**config.mk**
```make
export PLATFORM = sky130hd
export DESIGN_NAME = table_write_test_skip_xor_exec
export DESIGN_NICKNAME = d
export VERILOG_FILES = /design/src/hdl/exec_pkg.sv /design/src/hdl/table_write_test_skip_xor_exec.sv /design/src/hdl/file_addr_gen.sv
export SDC_FILE = /design/constraint.sdc
export NUM_CORES = 1
export LEC_CHECK = 0
export ABC_AREA = 1
export BUFFER_PORTS_ARGS = -buffer_cell sky130_fd_sc_hd__buf_2
export CAP_MARGIN = 15
export CORE_ASPECT_RATIO = 0.8
export CORE_MARGIN = 2
export CORE_UTILIZATION = 40
export DETAILED_ROUTE_END_ITERATION = 16
export GPL_ROUTABILITY_DRIVEN = 1
export PLACE_DENSITY = 0.75
export RECOVER_POWER = 25
export SLEW_MARGIN = 40
export SYNTH_ARGS = -nofsm -noshare
export SYNTH_HDL_FRONTEND = slang
export SYNTH_SLANG_ARGS = --single-unit
export TNS_END_PERCENT = 50
```
**constraint.sdc**
```tcl
create_clock -name clock_i -period 6.6 [get_ports clock_i]
set_input_delay 1.32 -clock clock_i [delete_from_list [all_inputs] [get_ports clock_i]]
set_output_delay 1.32 -clock clock_i [all_outputs]
set_load 0.01 [all_outputs]
```
**src/hdl/exec_pkg.sv**
```systemverilog
package exec_pkg;
  localparam int PTR_W = 21;
  localparam int HOLD_N = 8;
  localparam int HOLD_SEL_W = 3;
  localparam logic [13:0] TABLE_WRITE_HI = 14'h0003;
  localparam logic [7:0] XORL_HI = 8'h0A;
  localparam logic [6:0] TEST_SKIP_HI = 7'h33;
  localparam logic [7:0] INDEX_MAX = 8'h5F;
  localparam logic [7:0] ACCESS_SPLIT = 8'h60;
  localparam logic [3:0] ACCESS_HI_BANK = 4'hF;
  localparam logic [1:0] MODE_KEEP = 2'h0;
  localparam logic [1:0] MODE_POST_INC = 2'h1;
  localparam logic [1:0] MODE_POST_DEC = 2'h2;
  localparam logic [1:0] MODE_PRE_INC = 2'h3;
  localparam int FLAG_N = 4;
  localparam int FLAG_Z = 2;
  localparam logic [PTR_W-1:0] PTR_RST = 21'h00_0000;
  localparam logic [7:0] BYTE_RST = 8'h00;

  typedef struct packed {
    logic [11:0] addr;
    logic indexed;
  } file_addr_t;

  typedef struct packed {
    logic valid;
    logic [15:0] word;
    logic two_word;
  } fetch_t;
endpackage : exec_pkg

```
**src/hdl/table_write_test_skip_xor_exec.sv**
```systemverilog
// executes one instruction word per cycle; the surrounding core supplies
// the file register contents in the word's own cycle, one cycle before file_addr_o shows the address
module table_write_test_skip_xor_exec
  import exec_pkg::*;
(
  input wire logic clock_i,
  input wire logic resetn_i,
  input fetch_t instr_i,
  input wire logic extended_set_enable_i,
  input wire logic [3:0] bank_select_reg_i,
  input wire logic [11:0] index_base_i,
  input wire logic [7:0] file_data_i,
  input wire logic [7:0] table_latch_i,
  input wire logic ptr_load_i,
  input wire logic [PTR_W-1:0] ptr_load_val_i,
  input wire logic [7:0] acc_load_i,
  input wire logic acc_load_en_i,
  output logic [PTR_W-1:0] table_pointer_o,
  output logic [HOLD_N*8-1:0] holding_o,
  output logic [7:0] acc_o,
  output logic flag_n_o,
  output logic flag_z_o,
  output logic [11:0] file_addr_o,
  output logic file_indexed_o,
  output logic busy_o,
  output logic flush_o
);
  // =====================================================================
  // decode
  logic is_table_write, is_xorl, is_tst;
  file_addr_t fa;
  logic [PTR_W-1:0] table_pointer_r;
  logic [7:0] hold_r [HOLD_N];
  logic [7:0] acc_r;
  logic flag_n_r, flag_z_r;
  logic [1:0] flush_cnt_r;
  logic skip_pending_r;

  // a flushed word is never decoded, so the new instruction only counts when idle
  wire logic live = instr_i.valid && (flush_cnt_r == 2'h0) && !skip_pending_r;
  assign is_table_write = live && instr_i.word[15:2] == TABLE_WRITE_HI;
  assign is_xorl = live && instr_i.word[15:8] == XORL_HI;
  assign is_tst = live && instr_i.word[15:9] == TEST_SKIP_HI;

  // the holding bank is indexed straight by the low pointer bits, so its size must match
  if (HOLD_N != (1 << HOLD_SEL_W) || PTR_W <= HOLD_SEL_W) begin : g_bad_cfg
    $error("holding bank size does not fit the pointer select width");
  end

  file_addr_gen u_addr (
    .f_i(instr_i.word[7:0]),
    .access_i(instr_i.word[8]),
    .bank_select_reg_i(bank_select_reg_i),
    .extended_set_enable_i(extended_set_enable_i),
    .index_base_i(index_base_i),
    .fa_o(fa)
  );

  // =====================================================================
  // table pointer and holding registers
  function automatic logic [PTR_W-1:0] ptr_step(input logic [PTR_W-1:0] p, input logic up);
    ptr_step = up ? PTR_W'(p + 1'b1) : PTR_W'(p - 1'b1);
  endfunction : ptr_step

  wire logic [1:0] mode = instr_i.word[1:0];
  wire logic [PTR_W-1:0] eff_ptr = (mode == MODE_PRE_INC) ?
    ptr_step(table_pointer_r, 1'b1) : table_pointer_r;

  always_ff @(posedge clock_i) begin
    if (!resetn_i) begin
      table_pointer_r <= PTR_RST;
    end else if (ptr_load_i) begin
      table_pointer_r <= ptr_load_val_i;
    end else if (is_table_write) begin
      case (mode)
        MODE_KEEP: table_pointer_r <= table_pointer_r;
        MODE_POST_INC: table_pointer_r <= ptr_step(table_pointer_r, 1'b1);
        MODE_POST_DEC: table_pointer_r <= ptr_step(table_pointer_r, 1'b0);
        default: table_pointer_r <= eff_ptr;
      endcase
    end
  end

  // only the holding bank is written here; committing it to flash lies elsewhere
  always_ff @(posedge clock_i) begin
    if (!resetn_i) begin
      for (int i = 0; i < HOLD_N; i++) begin
        hold_r[i] <= BYTE_RST;
      end
    end else if (is_table_write) begin
      hold_r[eff_ptr[HOLD_SEL_W-1:0]] <= table_latch_i;
    end
  end

  // =====================================================================
  // accumulator and flags
  wire logic [7:0] xor_res = acc_r ^ instr_i.word[7:0];

  always_ff @(posedge clock_i) begin
    if (!resetn_i) begin
      acc_r <= BYTE_RST;
    end else if (is_xorl) begin
      acc_r <= xor_res;
    end else if (acc_load_en_i) begin
      acc_r <= acc_load_i;
    end
  end

  always_ff @(posedge clock_i) begin
    if (!resetn_i) begin
      flag_n_r <= 1'b0;
      flag_z_r <= 1'b0;
    end else if (is_xorl) begin
      flag_n_r <= xor_res[7];
      flag_z_r <= (xor_res == 8'h00);
    end
  end

  // =====================================================================
  // test-skip flush control
  always_ff @(posedge clock_i) begin
    if (!resetn_i) begin
      skip_pending_r <= 1'b0;
    end else begin
      skip_pending_r <= is_tst && (file_data_i == 8'h00);
    end
  end

  // the cycle after a taken skip sees the prefetched word; its length sets the flush span
  always_ff @(posedge clock_i) begin
    if (!resetn_i) begin
      flush_cnt_r <= 2'h0;
    end else if (skip_pending_r) begin
      flush_cnt_r <= instr_i.two_word ? 2'h1 : 2'h0;
    end else if (flush_cnt_r != 2'h0) begin
      flush_cnt_r <= 2'(flush_cnt_r - 1'b1);
    end
  end

  // =====================================================================
  // registered outputs
  always_ff @(posedge clock_i) begin
    if (!resetn_i) begin
      file_addr_o <= 12'h000;
      file_indexed_o <= 1'b0;
      flush_o <= 1'b0;
      busy_o <= 1'b0;
    end else begin
      file_addr_o <= fa.addr;
      file_indexed_o <= fa.indexed;
      flush_o <= skip_pending_r || (flush_cnt_r != 2'h0);
      // busy marks each cycle whose fetched word is about to be thrown away
      busy_o <= (is_tst && file_data_i == 8'h00) || skip_pending_r && instr_i.two_word;
    end
  end

  assign table_pointer_o = table_pointer_r;
  assign acc_o = acc_r;
  assign flag_n_o = flag_n_r;
  assign flag_z_o = flag_z_r;
  for (genvar g = 0; g < HOLD_N; g++) begin : g_hold
    assign holding_o[g*8 +: 8] = hold_r[g];
  end
endmodule : table_write_test_skip_xor_exec

```
**src/hdl/file_addr_gen.sv**
```systemverilog
module file_addr_gen
  import exec_pkg::*;
(
  input wire logic [7:0] f_i,
  input wire logic access_i,
  input wire logic [3:0] bank_select_reg_i,
  input wire logic extended_set_enable_i,
  input wire logic [11:0] index_base_i,
  output file_addr_t fa_o
);
  always_comb begin
    fa_o.indexed = 1'b0;
    if (access_i) begin
      fa_o.addr = {bank_select_reg_i, f_i};
    end else if (extended_set_enable_i && f_i <= INDEX_MAX) begin
      fa_o.indexed = 1'b1;
      fa_o.addr = 12'(index_base_i + {4'h0, f_i});
    end else if (f_i < ACCESS_SPLIT) begin
      fa_o.addr = {4'h0, f_i};
    end else begin
      fa_o.addr = {ACCESS_HI_BANK, f_i};
    end
  end
endmodule : file_addr_gen

```
==> flow_summary_export.csv <==
group,metric,value,unit
status,status,"finished, violations left",
status,violations,"max-capacitance violations, max-slew violations",
timing,fin_tns_setup,0,ns
pwr,power.density_cell_area,252,nW/µm²
detailed_routing,ant_nets,0,
clocking,cts_max_level,4,
floorplan,die_w,147,µm
floorplan,fp-row-count,41,
grt,grtUsageTotal,21.5,%
detailed_routing,first_iter_violations,532,
critical_path,slowest_delay,1.08,ns
critical_path,critPathCapture,"hold_r[7][1]",
synthesis,yosys.area.top_type,"edfxtp_1",
critical_path,start_kind,"input port",
floorplan,ios,194,
timing,fmax,293,MHz
clocking,cts-root-buf,"clkbuf_16",
critical_path,reg2reg_depth,8,
clocking,cts_hold_buf,0,
timing,post-route-min-period,3.41,ns
timing,relSlewSlack,-1.61,%
grt,grt_antenna_before_repair,2,
critical_path,rrSetupSlack,4.03,ns
synthesis,ys_types,43,
final_layout,post-route-util,51.1,%
placed_design,dp_hpwl,13.9,mm
critical_path,crit_arrival,3.47,ns
detailed_routing,vias,6339,
critical_path,worstPathRequired,6.67,ns
synthesis,syn_nets,944,
timing,setup_viol,0,
synthesis,yosysWarnings,0,
critical_path,r2r_start,"table_pointer_o[0]",
clocking,clock_sinks,113,
detailed_routing,avgRoutedWirePerCell,14.7,µm
critical_path,worstSetupEndpointType,"register",
synthesis,synth_area,6550,µm²
placed_design,io_buffers,193,
critical_path,worstSetupStartpoint,"resetn_i",
clocking,postCtsSetupBuffers,0,
placed_design,gp_congestion,0.951,
timing,worstMarginPinSlew,1.52,ns
synthesis,synth_edf_count,64,
timing,hold_violations,0,
final_layout,drive_gt1_share,19.2,%
grt,grt_max_degree,37,
synthesis,synthCells,844,
clocking,cts_tree,"done",
synthesis,avgSynthCellArea,7.76,µm²
grt,grt_pass1_wl,29.7,mm
synthesis,ys_ff_latch,113,
timing,fin_crit_sh,51.6,%
detailed_routing,wl,18.6,mm
floorplan,start_util,41.2,%
detailed_routing,drc,0,
synthesis,yosysTopAreaCellShare,29.3,%
final_layout,instances_no_fill,1264,
grt,grt_pass1_vias,5875,
critical_path,cp_max_fo,29,
clocking,post_cts_resized,0,
critical_path,slowest_stage,"clkbuf_1",
clocking,clkLatencyLatePin,0.42,ns
clocking,cts_made_buffers,17,
timing,report.final.slew_viol_count,30,
floorplan,core_area,15900,µm²
final_layout,stdcell_area,8130,µm²
floorplan,die_y,118,µm
synthesis,async_flop_share,0,%
detailed_routing,viasPerCell,5.02,
placed_design,placed_cell_area,7620,µm²
run,maxCapViolations,1,
grt,grt.overflow.total,0,
floorplan,die-area,17400,µm²
worst_hold_path,hold_path.class,"reg2reg",
placed_design,dp.cells,1229,
synthesis,synth_area_leaders,"edfxtp_1 (29%), dfxtp_1 (15%), nand2_1 (11%)",
pwr,p_leak,0.00373,µW
critical_path,worstReg2RegEnd,"hold_r[1][4]",
timing,clock_skew,0.0145,ns
clocking,clk_pin_slew_worst_paths,0.05,ns
pwr,ir_drop,162,µV
final_layout,syn_to_final_growth,24.1,%
timing,rsz0062_at_grt,"false",
critical_path,path_cells,"clkbuf_1 -> nand3_2 -> nor2_4 -> nand2_4 -> nand2_1",
critical_path,critPathKind,"in2reg",
final_layout,fin_nets,1133,
synthesis,synthFlopType,"edfxtp_1",
synthesis,synth-seq-area-share,44.3,%
clocking,clockBufferDepth,2,
detailed_routing,first_pass_iters,5,
logic make-up (layout without fill, tap and decap cells):
kind of cell,Yosys count,in the layout,synth area share (%)
simple gates,472,472,32.8
compound gates,113,113,9.59
flops,113,113,44.3
buf+inv,111,313,7.64
xor+xnor,19,19,2.54
fa+ha+maj,16,16,3.17
other cells,0,3,0
worst min-delay path by stage:
stage | from | endpoint | cells after the start
4_1_cts | flush_cnt_r[1] | flush_cnt_r[1] | 2
3_3_place_gp | flush_cnt_r[1] | flush_cnt_r[1] | 2
5_1_grt | flag_n_o | flag_n_o | 2
6_report | flush_cnt_r[1] | flush_cnt_r[1] | 2
3_5_place_dp | flush_cnt_r[1] | flush_cnt_r[1] | 2
2_1_floorplan | flush_cnt_r[1] | flush_cnt_r[1] | 2
registers in the layout, indices dropped and copies added, names as in the netlist, 2 cells and up:
name             flops
acc_o                8
file_addr_o         12
flush_cnt_r          2
hold_r              64
table_pointer_o     21
routing by layer:
layer	vias to the layer above	wire length (µm)	share of wire, %	global-route usage [%]
met5	-	13	0.070	0
li1	3172	-	-	-
met2	299	8140	44	32.8
met1	2839	8460	45	29.1
met4	2	235	1.3	6.97
met3	27	1770	9.5	6.76
cell usage after synthesis, types with 2 or more instances:
library cell and instances:
dfxtp_1 49, edfxtp_1 64, nand2_4 9, a21oi_2 2, nand3_2 4, o21a_1 3
nor4_1 4, xnor2_1 6, o21ai_2 3, nor2_4 9, nor2_2 8, buf_6 8
inv_2 2, nand2_1 193, buf_2 5, nand4_1 15, nor2_1 148, o21ai_0 38
o21bai_1 2, ha_1 15, buf_4 3, xor2_1 13, nor3_1 8, inv_1 85
o21ai_1 2, a21oi_1 44, a31oi_1 11, nand3_1 65, o211ai_1 5, nand2_2 2
o22ai_1 2, clkbuf_1 6
final cells by class:
cell class	count	area (µm²)
repair buffers	194	888
fillers	1552	7770
inverters	87	327
multi-input cells	620	3150
clock buffers	17	425
well taps	215	269
flip-flops and latches	113	2900
clock inverters	15	158
diodes	3	7.51
metrics by stage:
step	power (µW)	setup slack, ns	hold WS (ns)
2_1_floorplan	1050	3.73	0.430
3_3_place_gp	1150	3.10	0.450
3_5_place_dp	1160	3.26	0.454
4_1_cts	2060	3.70	0.464
5_1_grt	2140	2.93	0.487
6_report	2050	3.19	0.464
worst max-delay path, delay by kind of cell:
family / cells / cell delay, ns
and+or+nand+nor: 4 / 1.06
buffers and inverters: 1 / 1.08
power by group:
group          switching, µW  internal, µW  total, µW
clock network            346           557        903
logic                    219           115        333
registers               30.6           780        811
cell usage in the layout, fill, tap and decap left out, drive strengths merged:
cell        n
diode       3
edfxtp     64
a21oi      46
o211ai      5
or2         1
dfxtp      49
nor2      166
fa          1
o21ai      43
nor4b       1
nand2b      1
inv        90
bufinv      2
o21bai      2
nand3      70
buf       126
xor2       13
clkinv      7
o22ai       2
and2        1
clkinvlp    3
a31oi      11
o21a        3
nor3b       1
ha         15
nand4      15
nor4        4
nand2     204
a21o        1
xnor2       6
clkbuf     85
nor3        8
(Power assumes the default switching activity.)
